--- config.mk ---
export PLATFORM = sky130hd
export DESIGN_NAME = flash_guard_host
export DESIGN_NICKNAME = d
export VERILOG_FILES = /design/src/guard_host_pkg.sv /design/src/flash_cycle_engine.sv /design/src/flash_guard_host.sv
export SDC_FILE = /design/constraint.sdc
export NUM_CORES = 1
export LEC_CHECK = 0
export BUFFER_PORTS_ARGS = -buffer_cell sky130_fd_sc_hd__buf_2
export CAP_MARGIN = 20
export CORE_UTILIZATION = 56
export DETAILED_ROUTE_END_ITERATION = 8
export HOLD_SLACK_MARGIN = 0.15
export PLACE_DENSITY = 0.8
export RECOVER_POWER = 100
export SLEW_MARGIN = 20
export SYNTH_ARGS = -nofsm -noshare
export SYNTH_HDL_FRONTEND = slang
export SYNTH_SLANG_ARGS = --single-unit
--- constraint.sdc ---
create_clock -name CLK_IN -period 2.19 [get_ports CLK_IN]
set_input_delay 0.657 -clock CLK_IN [delete_from_list [all_inputs] [get_ports CLK_IN]]
set_output_delay 0.657 -clock CLK_IN [all_outputs]
set_load 0.02 [all_outputs]
--- src/guard_host_pkg.sv ---
// Constants and carriers for the protected-flash host controller.
// Assumes one 125 MHz clock; the flash bus pins are driven from flip-flops.
package guard_host_pkg;
   // ---------------------------------------------------------------
   // Command port register map (host side)
   // ---------------------------------------------------------------
   localparam logic [3:0] REG_CTRL = 4'h0;
   localparam logic [3:0] REG_ADDR = 4'h1;
   localparam logic [3:0] REG_WDATA = 4'h2;
   localparam logic [3:0] REG_RDATA = 4'h3;
   localparam logic [3:0] REG_STATUS = 4'h4;
   // Command codes written to REG_CTRL
   localparam logic [3:0] OP_READ = 4'h1;
   localparam logic [3:0] OP_PROGRAM = 4'h2;
   localparam logic [3:0] OP_ERASE = 4'h3;
   localparam logic [3:0] OP_ENTER_REGION = 4'h4;
   localparam logic [3:0] OP_EXIT_REGION = 4'h5;
   // Status bit positions
   localparam int ST_BUSY = 0;
   localparam int ST_IN_REGION = 1;
   localparam int ST_REFUSED = 2;
   localparam int ST_LOCKOUT = 3;
   localparam int ST_TOP_BIT = 4;
   // ---------------------------------------------------------------
   // Flash command sequence constants
   // ---------------------------------------------------------------
   localparam logic [21:0] UNLOCK_ADDR1 = 22'h000555;
   localparam logic [21:0] UNLOCK_ADDR2 = 22'h0002aa;
   localparam logic [15:0] UNLOCK_DATA1 = 16'h00aa;
   localparam logic [15:0] UNLOCK_DATA2 = 16'h0055;
   localparam logic [15:0] CMD_PROGRAM = 16'h00a0;
   localparam logic [15:0] CMD_ERASE_SETUP = 16'h0080;
   localparam logic [15:0] CMD_SECTOR_ERASE = 16'h0030;
   localparam logic [15:0] CMD_ENTER_REGION = 16'h0088;
   localparam logic [15:0] CMD_EXIT_REGION = 16'h0090;
   localparam logic [15:0] CMD_EXIT_FINAL = 16'h0000;
   localparam int TOP_DATA_BIT = 7;
   // Boot sector indexes held by the write-guard pin
   localparam logic [7:0] FIRST_BOOT_SECTOR = 8'h00;
   localparam logic [7:0] SECOND_BOOT_SECTOR = 8'h01;
   localparam logic [7:0] PENULT_BOOT_SECTOR = 8'h8c;
   localparam logic [7:0] LAST_BOOT_SECTOR = 8'h8d;
   localparam int REGION_BYTES = 256;
   // ---------------------------------------------------------------
   // Timing
   // ---------------------------------------------------------------
   localparam int CLK_MHZ = 125;
   localparam int WE_LOW_NS = 40;
   localparam int WE_LOW_CYC = (WE_LOW_NS * CLK_MHZ + 999) / 1000;
   localparam int RD_ACCESS_NS = 80;
   localparam int RD_ACCESS_CYC = (RD_ACCESS_NS * CLK_MHZ + 999) / 1000;
   // Flash bus pin group
   typedef struct packed {
      logic cs_n;
      logic oe_n;
      logic we_n;
      logic [21:0] addr;
      logic [15:0] dq;
      logic dq_oe;
   } flash_bus_t;
   typedef struct packed {
      logic [21:0] addr;
      logic [15:0] data;
   } bus_cycle_t;
endpackage

--- src/flash_cycle_engine.sv ---
// One write or read cycle on the flash bus pins.
// Assumes the caller holds the request until done pulses.
`timescale 1ns/1ns
module flash_cycle_engine
   import guard_host_pkg::*;
(
   // Clock and reset
   input wire logic clk,
   input wire logic nrst,
   // Request
   input wire logic start_in,
   input wire logic is_write_in,
   input wire bus_cycle_t cyc_in,
   output logic done_out,
   output logic [15:0] rdata_out,
   // Pins
   output flash_bus_t bus_out,
   input wire logic [15:0] dq_in
);
   typedef enum logic [1:0] {E_IDLE, E_ACT, E_END} eng_t;
   eng_t st_q, st_d;
   logic [7:0] cnt_q, cnt_d;
   flash_bus_t bus_q, bus_d;
   logic [15:0] rd_q, rd_d;
   logic done_q, done_d;

   // ---------------------------------------------------------------
   // Cycle sequencing
   // ---------------------------------------------------------------
   always_comb
   begin
      st_d = st_q;
      cnt_d = cnt_q;
      bus_d = bus_q;
      rd_d = rd_q;
      done_d = 1'b0;
      case (st_q)
         E_IDLE:
         begin
            if (start_in && !done_q)
            begin
               // Write: chip select and write strobe low with output enable high
               bus_d.cs_n = 1'b0;
               bus_d.oe_n = is_write_in;
               bus_d.we_n = !is_write_in;
               bus_d.addr = cyc_in.addr;
               bus_d.dq = cyc_in.data;
               bus_d.dq_oe = is_write_in;
               cnt_d = is_write_in ? 8'(WE_LOW_CYC) : 8'(RD_ACCESS_CYC);
               st_d = E_ACT;
            end
         end
         E_ACT:
         begin
            if (cnt_q > 8'h01)
            begin
               cnt_d = cnt_q - 8'h01;
            end
            else
            begin
               rd_d = dq_in;
               // Strobe rising edge commits the cycle
               bus_d.we_n = 1'b1;
               bus_d.oe_n = 1'b1;
               st_d = E_END;
            end
         end
         default:
         begin
            bus_d.cs_n = 1'b1;
            bus_d.dq_oe = 1'b0;
            done_d = 1'b1;
            st_d = E_IDLE;
         end
      endcase
   end

   always_ff @(posedge clk or negedge nrst)
   begin
      if (!nrst)
      begin
         st_q <= E_IDLE;
         cnt_q <= 8'h00;
         bus_q <= '{cs_n: 1'b1, oe_n: 1'b1, we_n: 1'b1, addr: 22'h0, dq: 16'h0,
                    dq_oe: 1'b0};
         rd_q <= 16'h0000;
         done_q <= 1'b0;
      end
      else
      begin
         st_q <= st_d;
         cnt_q <= cnt_d;
         bus_q <= bus_d;
         rd_q <= rd_d;
         done_q <= done_d;
      end
   end

   assign done_out = done_q;
   assign rdata_out = rd_q;
   assign bus_out = bus_q;

   chk_write_not_read: assert property (@(posedge clk) disable iff (!nrst)
      !bus_q.we_n |-> (!bus_q.cs_n && bus_q.oe_n))
      else $error("write strobe low without chip select or with output enable");
endmodule

--- src/flash_guard_host.sv ---
// Host controller for a NOR flash with boot-sector write guard and a secured region.
// Assumes software drives the command port; flash pins sampled on CLK_IN.
`timescale 1ns/1ns
module flash_guard_host
   import guard_host_pkg::*;
(
   // Clock and reset
   input wire logic CLK_IN,
   input wire logic NRST_IN,
   // Command port
   input wire logic [3:0] ADDR_IN,
   input wire logic [31:0] WDATA_IN,
   input wire logic WR_IN,
   input wire logic RD_IN,
   output logic [31:0] RDATA_OUT,
   // Flash pins
   output logic FL_CS_N_OUT,
   output logic FL_OE_N_OUT,
   output logic FL_WE_N_OUT,
   output logic [21:0] FL_ADDR_OUT,
   output logic [15:0] FL_DQ_OUT,
   output logic FL_DQ_OE_OUT,
   input wire logic [15:0] FL_DQ_IN,
   output logic FL_GUARD_N_OUT,
   // Board status
   input wire logic SUPPLY_OK_IN
);
   typedef enum logic [2:0] {S_IDLE, S_SEQ, S_WAIT, S_DONE} seq_t;
   seq_t st_q, st_d;
   logic [2:0] step_q, step_d;
   logic [2:0] len_q, len_d;
   logic [3:0] op_q, op_d;
   logic [21:0] addr_q, addr_d;
   logic [15:0] wdata_q, wdata_d;
   logic [15:0] rdata_q, rdata_d;
   logic in_region_q, in_region_d;
   logic refused_q, refused_d;
   logic guard_q, guard_d;
   logic [31:0] rdo_q, rdo_d;
   logic start;
   logic is_write;
   logic done;
   bus_cycle_t cyc;
   flash_bus_t bus;
   logic [15:0] eng_rdata;

   // Boot sector test on the sector index (upper address bits)
   function automatic logic is_boot(input logic [21:0] a);
      logic [7:0] s;
      s = a[21:14];
      is_boot = (s == FIRST_BOOT_SECTOR) || (s == SECOND_BOOT_SECTOR) ||
                (s == PENULT_BOOT_SECTOR) || (s == LAST_BOOT_SECTOR);
   endfunction

   // Cycle of the current sequence step
   function automatic bus_cycle_t step_cycle(input logic [3:0] op, input logic [2:0] k,
                                             input logic [21:0] a, input logic [15:0] d);
      bus_cycle_t c;
      c = '{addr: a, data: d};
      case (k)
         3'h0: c = '{addr: UNLOCK_ADDR1, data: UNLOCK_DATA1};
         3'h1: c = '{addr: UNLOCK_ADDR2, data: UNLOCK_DATA2};
         3'h2:
         begin
            c.addr = UNLOCK_ADDR1;
            if (op == OP_PROGRAM) c.data = CMD_PROGRAM;
            else if (op == OP_ERASE) c.data = CMD_ERASE_SETUP;
            else if (op == OP_ENTER_REGION) c.data = CMD_ENTER_REGION;
            else c.data = CMD_EXIT_REGION;
         end
         3'h3:
         begin
            if (op == OP_ERASE) c = '{addr: UNLOCK_ADDR1, data: UNLOCK_DATA1};
            else if (op == OP_EXIT_REGION) c = '{addr: 22'h0, data: CMD_EXIT_FINAL};
         end
         3'h4: c = '{addr: UNLOCK_ADDR2, data: UNLOCK_DATA2};
         default: c = '{addr: a, data: CMD_SECTOR_ERASE};
      endcase
      step_cycle = c;
   endfunction

   // ---------------------------------------------------------------
   // Command sequencer
   // ---------------------------------------------------------------
   always_comb
   begin
      st_d = st_q;
      step_d = step_q;
      len_d = len_q;
      op_d = op_q;
      addr_d = addr_q;
      wdata_d = wdata_q;
      rdata_d = rdata_q;
      in_region_d = in_region_q;
      refused_d = refused_q;
      guard_d = guard_q;
      rdo_d = 32'h0;
      start = 1'b0;
      is_write = 1'b1;
      cyc = step_cycle(op_q, step_q, addr_q, wdata_q);
      if (WR_IN && ADDR_IN == REG_ADDR) addr_d = WDATA_IN[21:0];
      if (WR_IN && ADDR_IN == REG_WDATA) wdata_d = WDATA_IN[15:0];
      case (st_q)
         S_IDLE:
         begin
            if (WR_IN && ADDR_IN == REG_CTRL)
            begin
               guard_d = WDATA_IN[8];
               op_d = WDATA_IN[3:0];
               step_d = 3'h0;
               refused_d = 1'b0;
               // Main array outside the boot sectors is neither read nor written while mapped to the region
               if (in_region_q && (WDATA_IN[3:0] == OP_READ || WDATA_IN[3:0] == OP_PROGRAM ||
                   WDATA_IN[3:0] == OP_ERASE) && !is_boot(addr_q))
                  refused_d = 1'b1;
               else if (WDATA_IN[3:0] == OP_READ)
               begin
                  len_d = 3'h0;
                  step_d = 3'h6;
                  st_d = S_SEQ;
               end
               // Commands other than OP_READ only issued above supply lockout; reads go ahead in lockout
               else if (!SUPPLY_OK_IN)
                  refused_d = 1'b1;
               else if (WDATA_IN[3:0] >= OP_PROGRAM && WDATA_IN[3:0] <= OP_EXIT_REGION)
               begin
                  // Unlock cycles lead every sequence
                  if (WDATA_IN[3:0] == OP_ERASE) len_d = 3'h5;
                  else if (WDATA_IN[3:0] == OP_ENTER_REGION) len_d = 3'h2;
                  else len_d = 3'h3;
                  st_d = S_SEQ;
               end
               else
                  refused_d = 1'b1;
            end
         end
         S_SEQ:
         begin
            start = 1'b1;
            is_write = (op_q != OP_READ);
            if (step_q == 3'h6) cyc = '{addr: addr_q, data: 16'h0};
            if (op_q == OP_PROGRAM && step_q == 3'h3) cyc = '{addr: addr_q, data: wdata_q};
            if (done)
            begin
               if (op_q == OP_READ) rdata_d = eng_rdata;
               if (step_q == len_q || step_q == 3'h6) st_d = S_DONE;
               else step_d = step_q + 3'h1;
            end
         end
         default:
         begin
            // Region mapping follows the enter and exit sequences
            if (op_q == OP_ENTER_REGION) in_region_d = 1'b1;
            if (op_q == OP_EXIT_REGION) in_region_d = 1'b0;
            st_d = S_IDLE;
         end
      endcase
      if (RD_IN)
      begin
         if (ADDR_IN == REG_RDATA) rdo_d = {16'h0, rdata_q};
         else if (ADDR_IN == REG_ADDR) rdo_d = {10'h0, addr_q};
         else if (ADDR_IN == REG_STATUS)
         begin
            rdo_d[ST_BUSY] = (st_q != S_IDLE);
            rdo_d[ST_IN_REGION] = in_region_q;
            rdo_d[ST_REFUSED] = refused_q;
            rdo_d[ST_LOCKOUT] = !SUPPLY_OK_IN;
            rdo_d[ST_TOP_BIT] = rdata_q[TOP_DATA_BIT];
         end
         else rdo_d = 32'h0;
      end
   end

   always_ff @(posedge CLK_IN or negedge NRST_IN)
   begin
      if (!NRST_IN)
      begin
         st_q <= S_IDLE;
         step_q <= 3'h0;
         len_q <= 3'h0;
         op_q <= 4'h0;
         addr_q <= 22'h0;
         wdata_q <= 16'h0;
         rdata_q <= 16'h0;
         in_region_q <= 1'b0;
         refused_q <= 1'b0;
         guard_q <= 1'b1;
         rdo_q <= 32'h0;
      end
      else
      begin
         st_q <= st_d;
         step_q <= step_d;
         len_q <= len_d;
         op_q <= op_d;
         addr_q <= addr_d;
         wdata_q <= wdata_d;
         rdata_q <= rdata_d;
         in_region_q <= in_region_d;
         refused_q <= refused_d;
         guard_q <= guard_d;
         rdo_q <= rdo_d;
      end
   end

   flash_cycle_engine u_eng (
      .clk(CLK_IN),
      .nrst(NRST_IN),
      .start_in(start),
      .is_write_in(is_write),
      .cyc_in(cyc),
      .done_out(done),
      .rdata_out(eng_rdata),
      .bus_out(bus),
      .dq_in(FL_DQ_IN)
   );

   assign RDATA_OUT = rdo_q;
   assign FL_CS_N_OUT = bus.cs_n;
   assign FL_OE_N_OUT = bus.oe_n;
   assign FL_WE_N_OUT = bus.we_n;
   assign FL_ADDR_OUT = bus.addr;
   assign FL_DQ_OUT = bus.dq;
   assign FL_DQ_OE_OUT = bus.dq_oe;
   // Guard pin low locks boot sectors; high leaves stored state
   assign FL_GUARD_N_OUT = guard_q;

   // ---------------------------------------------------------------
   // Checks
   // ---------------------------------------------------------------
   chk_lockout_no_seq: assert property (@(posedge CLK_IN) disable iff (!NRST_IN)
      (st_q == S_IDLE && WR_IN && ADDR_IN == REG_CTRL && !SUPPLY_OK_IN &&
       WDATA_IN[3:0] != OP_READ) |=> st_q == S_IDLE)
      else $error("sequence started below supply lockout");
   chk_unlock_first: assert property (@(posedge CLK_IN) disable iff (!NRST_IN)
      (st_q == S_SEQ && op_q != OP_READ && step_q == 3'h0) |->
      cyc.data == UNLOCK_DATA1)
      else $error("sequence without unlock cycle");
   chk_region_exit: assert property (@(posedge CLK_IN) disable iff (!NRST_IN)
      (st_q == S_DONE && op_q == OP_EXIT_REGION) |=> !in_region_q)
      else $error("region mapping kept after exit");
   chk_region_enter: assert property (@(posedge CLK_IN) disable iff (!NRST_IN)
      (st_q == S_DONE && op_q == OP_ENTER_REGION) |=> in_region_q)
      else $error("region mapping missing after enter");
   chk_main_blocked: assert property (@(posedge CLK_IN) disable iff (!NRST_IN)
      (st_q == S_IDLE && in_region_q && WR_IN && ADDR_IN == REG_CTRL &&
       WDATA_IN[3:0] == OP_PROGRAM && !is_boot(addr_q)) |=> refused_q)
      else $error("main array access while in region");
   chk_read_delay: assert property (@(posedge CLK_IN) disable iff (!NRST_IN)
      RD_IN && ADDR_IN == REG_ADDR |=> RDATA_OUT == {10'h0, $past(addr_q)})
      else $error("read data not one cycle later");
   chk_guard_ctrl: assert property (@(posedge CLK_IN) disable iff (!NRST_IN)
      (st_q == S_IDLE && WR_IN && ADDR_IN == REG_CTRL) |=>
      FL_GUARD_N_OUT == $past(WDATA_IN[8]))
      else $error("guard pin not following control");
   chk_strobe_rule: assert property (@(posedge CLK_IN) disable iff (!NRST_IN)
      !FL_WE_N_OUT |-> (!FL_CS_N_OUT && FL_OE_N_OUT && FL_DQ_OE_OUT))
      else $error("illegal write cycle levels");
   cov_program: cover property (@(posedge CLK_IN) st_q == S_DONE && op_q == OP_PROGRAM);
   cov_erase: cover property (@(posedge CLK_IN) st_q == S_DONE && op_q == OP_ERASE);
   cov_enter: cover property (@(posedge CLK_IN) in_region_q);
   cov_refuse: cover property (@(posedge CLK_IN) refused_q);
endmodule

==> reports/qor.csv, run 1 <==
stage;metric;value;unit
run_status;status;completed;
clock_network;number of setup buffers added after CTS;0;
global_route;first-pass GRT wire length;28200;um
global_route;leftover overflow at the end of global routing;0;
clock_network;number of H-tree branching levels;4;
power;fraction of power spent switching nets;37.1;%
global_route;pin count of the biggest net entering global routing;44;
worst_setup_path;origin of the critical flop-to-flop path;u_eng.cnt_q[2]$_DFFE_PN0P_;
drt;Iter 0 DRT Violations;272;
power;cell internal pwr;7390;uW
synth;Seq cells post-synth;160;
timing;Tightest Pin Transition;1.12;ns
worst_setup_path;classification of the worst setup path;in2reg;
synth;Post-synth ARST share;100;%
timing;Max Slew Vio Count;0;
clock_network;Sinks on Clock Net;160;
power;total power density per cell area;1390;nW/um^2
job;number of violations of the max-capacitance limit;0;
synth;average size of a mapped cell;12.2;um^2
timing;RSZ-0062 raised after global routing;no;
floorplan;die footprint;13100;um^2
clock_network;number of hold buffers added after CTS;0;
worst_setup_path;CP max-delay cell;clkbuf_1;
power;Leak;0.00381;uW
worst_hold_path;classification of the worst-slack hold path;in2async;
floorplan;number of primary I/O pins;132;
worst_setup_path;Worst Setup Start Kind;input pin;
synth;number of synthesized flops with an enable pin;0;
cells_and_area;count of inserted antenna diode cells;0;
drt;routed length per placed instance;19.4;um
synth;synth top area cells;dfrtp_1 55%, mux2_2 11%, a22o_1 2.6%;
worst_setup_path;most prevalent standard cell on the critical path;clkbuf_1;
cells_and_area;post-synthesis to final-layout area growth;19.1;%
power;combinational share of power;36.7;%
global_route;via count of the first global-routing pass;5430;
worst_setup_path;crit path launch;ADDR_IN[2];
synth;post-synth cell types;68;
worst_setup_path;Stages on worst setup path;6;
floorplan;initial core utilization;58.3;%
clock_network;post-CTS clock slew at the launch and capture registers of the worst setup and hold paths;0.06;ns
worst_setup_path;flop-to-flop setup slack;0.12;ns
clock_network;insertion delay to the later sink of the worst-skew pair;0.42;ns
cells_and_area;ratio of cells with drive above 1 in the final layout;27.6;%
synth;dominant register cell in the synthesized netlist;dfrtp_1;
worst_setup_path;cell type group with the largest total delay on the critical path;buffers and inverters;
timing;headroom to the max-slew limit;25.1;%
clock_network;root buffer cell;clkbuf_16;
timing;crit path time final;2.11;ns
worst_setup_path;worst path buffer plus inverter count;3;
drt;total number of vias;5344;
worst_setup_path;biggest fanout along the worst timing path;18;
timing;highest attainable clock frequency;475;MHz
timing;Clock Skew;0.00828;ns
worst_setup_path;Largest stage delay, worst path;0.73;ns
place;routability congestion estimate;0.861;
timing;final worst-path cycle share;96.2;%
power;maximum VDD drop;0.891;mV
cells_and_area;most frequent cells in the layout;156 x dfrtp_1, 80 x clkbuf_1, 71 x mux2_2;
synth;Cell Area, Synth;7100;um^2
clock_network;clock tree from TritonCTS;built;
drt;wire length after detailed routing;17600;um
synth;proportion of synthesized chip area in sequential cells;56.5;%
worst_setup_path;Critical Path Sink Type;flop;
power;Net Switching;4360;uW
floorplan;Die Span Y;115;um
place;number of port buffers;111;
timing;Finish-stage setup viols;0;
synth;area fraction of the dominant cell type after synthesis;55.0;%
cells_and_area;final-stage net count;789;
worst_setup_path;critical path cell sequence;clkbuf_1 -> clkbuf_1 -> nor4b_4 -> clkbuf_1 -> a22oi_1 -> nor2b_1;
cells_and_area;leading cell type in the layout, fill and taps excluded;dfrtp_1;
synth;Gate Count Post-Synth;583;
timing;number of failing hold endpoints at the final stage;0;
drt;via density per instance;5.90;
worst_setup_path;worst path arrival time;2.44;ns
global_route;initial antenna violation count;0;
timing;hold slack final;0.441;ns
worst_setup_path;crit path capture;RDATA_OUT[11]$_DFF_PN0_;
clock_network;Resized cells post-CTS;1;
drt;final routed DRC violation total;0;
global_route;Global Route Usage Sum;28.6;%
drt;iteration count of the initial detailed-routing pass;5;
power;sequential cell fraction of total power;39.5;%
timing;Setup Total Neg Slack;0;ns
floorplan;placeable core region;12200;um^2
worst_setup_path;Required @ worst endpoint;2.52;ns
place;DP Wirelength;12100;um
synth;number of synthesis warnings;0;
worst_setup_path;terminus of the critical flop-to-flop path;u_eng.rdata_out[2]$_DFFE_PN0P_;
drt;Detail Route Antenna Nets;0;
clock_network;maximum count of clock buffers along a single path;2;
floorplan;number of standard-cell rows in the floorplan;40;
synth;area leader, netlist;dfrtp_1;
worst_setup_path;depth of the worst register-to-register path;4;
power;clock network fraction of design power;23.8;%
clock_network;clock buffer count from CTS;17;
floorplan;Die X;115;um
[worst reg2reg max path, stage by stage, from the launching register on]
cell	delay, ns
dfrtp_1	0.45
or3_1	0.46
nor4_4	0.47
buf_12	0.22
mux2_2	0.36
[synth_stat cells (all sizes together) (10+ instances only)]
library cell and n:
a22o 21, mux2 79, clkbuf 19, o21ai 23
dfrtp 156, buf 21, a21oi 31, nor2b 21
a22oi 15, nor2 41, nand2 21, nor3 10
[cells by family (layout without fill, tap and decap cells)]
kind of cell | after synthesis | count (layout) | synth area share (%)
fa+ha+maj | 7 | 7 | 1.23
flops | 160 | 160 | 56.5
xor+xnor | 5 | 5 | 0.617
mux | 81 | 81 | 13.2
other cells | 1 | 10 | 0.0528
buf+inv | 48 | 194 | 3.35
simple gates | 149 | 149 | 12.3
compound gates | 132 | 132 | 12.7
[state kept, by name, indices dropped and copies added (netlist names), 2 cells and up]
signal           count
RDATA_OUT           22
addr_q              22
len_q                3
op_q                 4
rdata_q             16
st_q                 2
step_q               3
u_eng.bus_out       42
u_eng.cnt_q          8
u_eng.rdata_out     16
u_eng.st_q           2
wdata_q             16
[routing by layer]
layer	vias up	part of all wire (%)	global-route usage [%]
met5	-	0	0
met4	0	2.5	11.4
met3	38	6.0	7.20
met2	205	49	46.1
met1	2710	43	37.4
li1	2391	-	-
[area by class of cell]
cell class	count	area, um^2
Sequential cell	160	4010
Fill cell	903	3710
Multi-Input combinational cell	384	2880
Timing Repair Buffer	154	759
Clock buffer	23	478
Tap cell	168	210
Clock inverter	9	82.6
Inverter	8	30.0
[per-stage QoR]
stage                     std cells  util, %  total power [uW]  instance area [um^2]  setup WS, ns
after global placement          874     66.5              8860                  8090        0.0133
after CTS                       906     71.2             11900                  8660        0.0857
after detailed placement        874     66.5              9070                  8090       0.00674
after floorplan                 592        -              7520                  7130        0.0303
final                           906     69.5             11700                  8450        0.0838
after global routing            906     69.5             12400                  8450       0.00880
[worst min-delay path by stage]
stage                     slack (ns)                     startpoint  cells after the start                        endpoint
after floorplan                 0.36                        NRST_IN                      0          RDATA_OUT[0]$_DFF_PN0_
after global placement          0.47         wdata_q[9]$_DFFE_PN0P_                      1   u_eng.bus_out[10]$_DFFE_PN0P_
after detailed placement        0.48  u_eng.bus_out[16]$_DFFE_PN0P_                      2   u_eng.bus_out[16]$_DFFE_PN0P_
after CTS                       0.17                        NRST_IN                      1           addr_q[2]$_DFFE_PN0P_
after global routing            0.45                    FL_DQ_IN[9]                      2  u_eng.rdata_out[9]$_DFFE_PN0P_
final                           0.44                        NRST_IN                      1    u_eng.bus_out[6]$_DFFE_PN0P_
[power by group through the flow]
stage	combinational, uW	clock, uW	sequential, uW
floorplan	2680	0	4830
global placement	4270	0	4590
detailed placement	4420	0	4650
CTS	4490	2830	4620
global route	4700	2960	4750
finish	4310	2800	4640
Power figures use the tool's default switching activity.
==> run 2, diff against run 1 <==
--- a/config.mk
+++ b/config.mk
@@ -7,10 +7,10 @@
 export LEC_CHECK = 0
 export BUFFER_PORTS_ARGS = -buffer_cell sky130_fd_sc_hd__buf_2
 export CAP_MARGIN = 20
-export CORE_UTILIZATION = 56
+export CORE_UTILIZATION = 50
 export DETAILED_ROUTE_END_ITERATION = 8
 export HOLD_SLACK_MARGIN = 0.15
-export PLACE_DENSITY = 0.8
+export PLACE_DENSITY = 0.76
 export RECOVER_POWER = 100
 export SLEW_MARGIN = 20
 export SYNTH_ARGS = -nofsm -noshare
==> constraint.sdc (replaced) <==
create_clock -name CLK_IN -period 1.7 [get_ports CLK_IN]
set_input_delay 0.51 -clock CLK_IN [delete_from_list [all_inputs] [get_ports CLK_IN]]
set_output_delay 0.51 -clock CLK_IN [all_outputs]
set_load 0.02 [all_outputs]
==> run 2 against run 1 <==
  * Cell area rose by 16%
  * Worst setup slack got worse by 0.32 ns
  * Non-clock buffer count increased by 80
  * Register-to-register slack got worse by 0.35 ns
  * Core utilization increased by 1.0 points
  * Total power increased by 57%
  * Sequential share of layout area down 6.4 points
  * Global-route usage shrank 0.12 points
  * Largest cell class unchanged
  * The run now ends with setup timing left
  * First-iteration DRC count grew 51%
  * Count of clock-buffer cells in the layout stayed put
  * Die area rose by 12%
==> reports/qor.csv, run 2 (synthesis results as in run 1) <==
stage;metric;value;unit;change
run_status;status;finished with violations;;
run_status;violations in the final reports;setup timing;;
power;total power density per cell area;1880;nW/um^2;+35%
timing;Max Slew Vio Count;0;;unchanged
place;number of port buffers;111;;unchanged
worst_setup_path;crit path launch;step_q[0]$_DFFE_PN0P_;;
job;number of violations of the max-capacitance limit;0;;unchanged
floorplan;number of primary I/O pins;132;;unchanged
worst_hold_path;Min-Delay Startpoint;FL_DQ_IN[9];;
worst_setup_path;Required @ worst endpoint;2.05;ns;-0.47 ns
timing;slack of the critical path;-0.233;ns;-0.317 ns
cells_and_area;ratio of cells with drive above 1 in the final layout;45.9;%;+18 points
cells_and_area;number of non-filler instances in the completed layout;999;;+10%
clock_network;clock tree from TritonCTS;built;;
timing;final worst-path cycle share;114;%;
drt;iteration count of the initial detailed-routing pass;4;;-1
floorplan;die footprint;14700;um^2;+12%
place;Area after DPL;8710;um^2;+7.7%
worst_setup_path;worst path arrival time;2.28;ns;-0.16 ns
clock_network;root buffer cell;clkbuf_16;;
clock_network;maximum count of clock buffers along a single path;2;;unchanged
timing;RSZ-0062 raised after global routing;yes;;
drt;routed length per placed instance;20.4;um;+5.5%
place;DP Wirelength;13400;um;+11%
drt;total number of vias;5739;;+7.4%
drt;Detail Route Antenna Nets;0;;unchanged
worst_setup_path;origin of the critical flop-to-flop path;step_q[0]$_DFFE_PN0P_;;
clock_network;clock buffer count from CTS;17;;unchanged
drt;final routed DRC violation total;0;;unchanged
drt;wire length after detailed routing;20400;um;+16%
drt;via density per instance;5.74;;-2.6%
global_route;pin count of the biggest net entering global routing;49;;+11%
timing;Tightest Pin Transition;0.694;ns;-0.429 ns
global_route;most crowded layer after global routing;met2;;
timing;crit path time final;1.93;ns;
cells_and_area;filler instances;952;;+5.4%
global_route;via count of the first global-routing pass;6097;;+12%
global_route;initial antenna violation count;0;;unchanged
timing;highest attainable clock frequency;517;MHz;
global_route;met2 GRT Util;48.1;%;+2.0 points
worst_setup_path;flop-to-flop setup slack;-0.23;ns;-0.35 ns
cells_and_area;final-stage net count;871;;+10%
worst_setup_path;biggest fanout along the worst timing path;4;;-14
worst_setup_path;crit path capture;u_eng.bus_out[4]$_DFFE_PN0P_;;
cells_and_area;leading cell type in the layout, fill and taps excluded;dfrtp_1;;
floorplan;number of standard-cell rows in the floorplan;43;;+7.5%
worst_setup_path;terminus of the critical flop-to-flop path;u_eng.bus_out[4]$_DFFE_PN0P_;;
worst_setup_path;classification of the worst setup path;reg2reg;;
global_route;Global Route Usage Sum;28.5;%;-0.12 points
global_route;GR met3 Demand/Resource;6.48;%;-0.71 points
drt;Iter 0 DRT Violations;412;;+51%
floorplan;placeable core region;13900;um^2;+14%
place;total placed cells including tap cells;943;;+7.9%
floorplan;Die X;121;um;+5.7%
clock_network;post-CTS clock slew at the launch and capture registers of the worst setup and hold paths;0.06;ns;about the same
clock_network;Sinks on Clock Net;160;;unchanged
timing;headroom to the max-slew limit;53.7;%;+29 points
floorplan;initial core utilization;51.1;%;-7.2 points
power;Leak;0.00439;uW;+15%
worst_setup_path;Critical Path Sink Type;flop;;
timing;number of failing hold endpoints at the final stage;0;;unchanged
timing;Finish-stage setup viols;72;;+72
cells_and_area;Design Area, Final;9790;um^2;+16%
timing;hold slack final;0.295;ns;-0.146 ns
clock_network;number of H-tree branching levels;4;;unchanged
cells_and_area;count of inserted antenna diode cells;0;;unchanged
clock_network;insertion delay to the later sink of the worst-skew pair;0.44;ns;+0.02 ns
power;maximum VDD drop;1.04;mV;+17%
cells_and_area;post-synthesis to final-layout area growth;37.9;%;
worst_setup_path;depth of the worst register-to-register path;10;;+6
cells_and_area;number of flip-flops under the largest register name;42;;unchanged
floorplan;Die Span Y;121;um;+5.7%
global_route;met1 GRT Util;34.5;%;-3.0 points
timing;Setup Total Neg Slack;-9.57;ns;-9.57 ns
global_route;first-pass GRT wire length;31400;um;+12%
place;routability congestion estimate;0.872;;+1.2%
global_route;leftover overflow at the end of global routing;0;;unchanged
cells_and_area;most frequent cells in the layout;154 x dfrtp_1, 76 x buf_4, 69 x clkbuf_1;;
power;Overall Power;18400;uW;+57%
worst_setup_path;Worst Setup Start Kind;flop;;
worst_hold_path;classification of the worst-slack hold path;in2reg;;
timing;Clock Skew;0.0219;ns;+0.0136 ns
-- run 2: changes by cell type in the layout (fill, tap and decap cells not counted), sizes merged --
cell and delta:
or4 +1, o21a +1, clkbuf -3, clkinv -1, bufinv -1, buf +82
dlygate4sd3 +1, clkinvlp +1
-- run 2: what timing repair did --
action	in CTS	in global routing
setup buffers	15	9
pin swaps	37	32
hold endpoints to repair	38	0
gates cloned	3	0
gates resized for setup	94	47
hold buffers	1	0
setup endpoints to repair	67	84
-- run 2: worst min-delay path by stage --
stage                     slack (ns)                              to  cells past startpoint
after floorplan                 0.21          RDATA_OUT[0]$_DFF_PN0_                      0
after global placement          0.47   u_eng.bus_out[14]$_DFFE_PN0P_                      1
after detailed placement        0.48    u_eng.bus_out[9]$_DFFE_PN0P_                      1
after CTS                       0.30  u_eng.rdata_out[9]$_DFFE_PN0P_                      2
after global routing            0.30  u_eng.rdata_out[7]$_DFFE_PN0P_                      2
final                           0.30  u_eng.rdata_out[9]$_DFFE_PN0P_                      2
-- run 2: layout make-up --
cell class / instances / area, um^2 / area share [%]
Timing Repair Buffer: 234 / 1510 / 15.4
Multi-Input combinational cell: 386 / 3470 / 35.4
Clock inverter: 8 / 55.1 / 0.563
Inverter: 8 / 30.0 / 0.307
Sequential cell: 160 / 4010 / 41.0
Tap cell: 180 / 225 / 2.30
Clock buffer: 23 / 488 / 4.99
-- run 2: stage by stage --
stage,utilization [%],worst slack [ns]
floorplan,-,-0.286
global placement,62.8,-0.295
detailed placement,62.8,-0.328
CTS,70.0,-0.215
global route,70.5,-0.318
finish,70.5,-0.233
-- run 2: per-layer routing --
metal	routed length (um)	share of wire, %
met1	8240	40
met2	10500	51
met3	1130	5.5
met4	591	2.9
met5	0	0
-- run 2: power by group --
group / internal [uW] / leakage, uW / switching (uW)
registers: 5070 / 0.00203 / 986
clock network: 2010 / 0.000261 / 1520
logic: 4250 / 0.00210 / 4550
-- run 2: critical path: stages (launching register included) --
cell,delay [ns]
dfrtp_1,0.40
ha_2,0.22
ha_4,0.16
buf_12,0.11
nand4bb_4,0.15
buf_4,0.17
buf_6,0.11
o32ai_2,0.10
buf_4,0.18
nand2_4,0.06
a31oi_4,0.18
==> run 3, diff against run 2 <==
--- a/config.mk
+++ b/config.mk
@@ -7,10 +7,12 @@
 export LEC_CHECK = 0
 export BUFFER_PORTS_ARGS = -buffer_cell sky130_fd_sc_hd__buf_2
 export CAP_MARGIN = 20
-export CORE_UTILIZATION = 50
+export CELL_PAD_IN_SITES_DETAIL_PLACEMENT = 1
+export CELL_PAD_IN_SITES_GLOBAL_PLACEMENT = 1
+export CORE_UTILIZATION = 40
 export DETAILED_ROUTE_END_ITERATION = 8
 export HOLD_SLACK_MARGIN = 0.15
-export PLACE_DENSITY = 0.76
+export PLACE_DENSITY_LB_ADDON = 0.1
 export RECOVER_POWER = 100
 export SLEW_MARGIN = 20
 export SYNTH_ARGS = -nofsm -noshare
==> run 3 against run 2 <==
  * The run still ends with setup timing left
  * Combinational power is 7.0% higher
  * Core utilization down 12 points
  * Largest cell class unchanged
  * Sequential cell count is the same
  * Non-clock buffer count grew 8
  * Largest power group unchanged
  * Cell area rose by 2.9%
  * Via count decreased by 0.51%
  * First-iteration DRC count shrank 56%
  * Highest routed layer unchanged
  * Wire length grew 8.2%
  * Clock skew fell by 0.010 ns
  * Global-route usage is 3.6 points lower
==> reports/qor.csv, run 3 (synthesis results as in run 1) <==
stage;metric;value;unit;change
timing;slack of the critical path;-0.209;ns;+0.0242 ns
timing;final worst-path cycle share;112;%;-1.4 points
clock_network;clock tree from TritonCTS;built;;
place;number of port buffers;111;;unchanged
cells_and_area;count of inserted antenna diode cells;0;;unchanged
cells_and_area;number of flip-flops under the largest register name;42;;unchanged
global_route;leftover overflow at the end of global routing;0;;unchanged
global_route;via count of the first global-routing pass;6118;;+0.34%
drt;final routed DRC violation total;0;;unchanged
drt;total number of vias;5710;;-0.51%
global_route;Global Route Usage Sum;24.9;%;-3.6 points
worst_setup_path;Required @ worst endpoint;2.01;ns;-0.04 ns
worst_setup_path;critical path cell sequence;or3_4 -> nor4_4 -> clkbuf_4 -> mux2_4;;
clock_network;number of H-tree branching levels;4;;unchanged
cells_and_area;Design Area, Final;10100;um^2;+2.9%
cells_and_area;total area of multi-input combinational cells;3520;um^2;+1.4%
clock_network;maximum count of clock buffers along a single path;2;;unchanged
global_route;pin count of the biggest net entering global routing;38;;-22%
cells_and_area;register area;4010;um^2;about the same
clock_network;root buffer cell;clkbuf_16;;
floorplan;die footprint;18300;um^2;+25%
worst_hold_path;classification of the worst-slack hold path;in2reg;;
job;number of violations of the max-capacitance limit;0;;unchanged
worst_setup_path;classification of the worst setup path;reg2reg;;
floorplan;placeable core region;17300;um^2;+25%
global_route;initial antenna violation count;0;;unchanged
worst_setup_path;Worst Setup Start Kind;flop;;
worst_setup_path;worst path buffer plus inverter count;1;;-3
worst_setup_path;CP max-delay cell;or3_4;;
floorplan;number of primary I/O pins;132;;unchanged
floorplan;Die X;135;um;+12%
drt;Detail Route Antenna Nets;0;;unchanged
cells_and_area;post-synthesis to final-layout area growth;42.0;%;
power;total power density per cell area;1900;nW/um^2;+1.4%
floorplan;number of standard-cell rows in the floorplan;48;;+12%
timing;RSZ-0062 raised after global routing;yes;;
place;routability congestion estimate;0.835;;-4.2%
timing;Tightest Pin Transition;1.09;ns;+0.400 ns
clock_network;insertion delay to the later sink of the worst-skew pair;0.43;ns;about the same
place;DP Wirelength;14800;um;+10%
power;Leak;0.00450;uW;+2.6%
run_status;violations in the final reports;setup timing;;
drt;routed length per placed instance;21.0;um;+2.8%
floorplan;initial core utilization;41.0;%;-10 points
drt;wire length after detailed routing;22100;um;+8.2%
timing;headroom to the max-slew limit;27.1;%;-27 points
worst_setup_path;Critical Path Sink Type;flop;;
worst_setup_path;cell type group with the largest total delay on the critical path;simple AND/OR/NAND/NOR gates;;
timing;highest attainable clock frequency;524;MHz;+1.3%
clock_network;Sinks on Clock Net;160;;unchanged
worst_setup_path;crit path launch;u_eng.cnt_q[6]$_DFFE_PN0P_;;
place;Area after DPL;8770;um^2;+0.59%
timing;number of failing hold endpoints at the final stage;0;;unchanged
timing;Clock Skew;0.0117;ns;-0.0101 ns
cells_and_area;filler instances;1815;;+91%
place;total placed cells including tap cells;989;;+4.9%
cells_and_area;number of non-filler instances in the completed layout;1051;;+5.2%
worst_setup_path;worst path arrival time;2.22;ns;-0.06 ns
global_route;first-pass GRT wire length;34200;um;+8.8%
worst_setup_path;origin of the critical flop-to-flop path;u_eng.cnt_q[6]$_DFFE_PN0P_;;
worst_hold_path;Min-Delay Startpoint;FL_DQ_IN[12];;
clock_network;clock buffer count from CTS;17;;unchanged
timing;Finish-stage setup viols;70;;-2.8%
drt;iteration count of the initial detailed-routing pass;4;;unchanged
timing;crit path time final;1.91;ns;-0.0242 ns
run_status;status;finished with violations;;
cells_and_area;leading cell type in the layout, fill and taps excluded;dfrtp_1;;
timing;Max Slew Vio Count;0;;unchanged
floorplan;Die Span Y;135;um;+12%
power;maximum VDD drop;0.809;mV;-22%
cells_and_area;most frequent cells in the layout;155 x dfrtp_1, 87 x buf_4, 66 x clkbuf_1;;
worst_setup_path;biggest fanout along the worst timing path;8;;+4
drt;Iter 0 DRT Violations;182;;-56%
worst_setup_path;Largest stage delay, worst path;0.41;ns;about the same
cells_and_area;final-stage net count;877;;+0.69%
clock_network;post-CTS clock slew at the launch and capture registers of the worst setup and hold paths;0.07;ns;about the same
drt;via density per instance;5.43;;-5.4%
cells_and_area;ratio of cells with drive above 1 in the final layout;46.7;%;+0.82 points
[run 3: final cells by class]
cell class	instances	area share (%)
clock buffer	18	4.36
clock inverter	14	1.40
inverter	8	0.348
multi-input combinational	384	34.9
sequential	160	39.8
tap	225	2.79
timing repair buffer	242	16.4
[run 3: metrics by stage]
stage / total power (uW) / utilization [%] / hold slack, ns / TNS (ns) / setup slack [ns]
2_1_floorplan: 10100 / - / 0.214 / -5.64 / -0.286
3_3_place_gp: 12700 / 50.7 / 0.451 / -12.04 / -0.246
3_5_place_dp: 13100 / 50.7 / 0.455 / -17.16 / -0.341
4_1_cts: 18500 / 57.5 / 0.295 / -6.71 / -0.200
5_1_grt: 20200 / 58.2 / 0.298 / -18.71 / -0.247
6_report: 19200 / 58.2 / 0.306 / -7.84 / -0.209
[run 3: routing by layer]
| layer | up-vias | wire (um) | global-route usage (%) |
|---|---|---|---|
| met4 | 0 | 543 | 8.93 |
| met2 | 119 | 11600 | 43.6 |
| met3 | 34 | 628 | 3.89 |
| li1 | 2563 | - | - |
| met5 | - | 0 | 0 |
| met1 | 2994 | 9370 | 31.1 |
[run 3: power by group]
| group | total [uW] | internal [uW] | switching [uW] |
|---|---|---|---|
| Clock | 3740 | 1990 | 1750 |
| Combinational | 9420 | 4670 | 4760 |
| Sequential | 6020 | 5070 | 953 |
[run 3: final timing paths]
path | end | slack, ns | depth (start not counted)
min in group asynchronous | u_eng.cnt_q[3]$_DFFE_PN0P_ | 0.82 | 2
hold reg to reg | u_eng.bus_out[16]$_DFFE_PN0P_ | 0.48 | 2
max in group asynchronous | u_eng.bus_out[41]$_DFFE_PN1P_ | -0.01 | 3
setup / recovery | u_eng.rdata_out[13]$_DFFE_PN0P_ | -0.21 | 4
setup reg to reg | u_eng.rdata_out[13]$_DFFE_PN0P_ | -0.21 | 4
hold / removal | u_eng.rdata_out[12]$_DFFE_PN0P_ | 0.31 | 2
[run 3: what timing repair did]
action                     CTS  global route
hold buffers                 1             0
buffers inserted            23            10
setup endpoints to repair   71            87
gates cloned                 3             1
pin swaps                   48            32
gates resized for setup    105            49
hold endpoints to repair    31             0
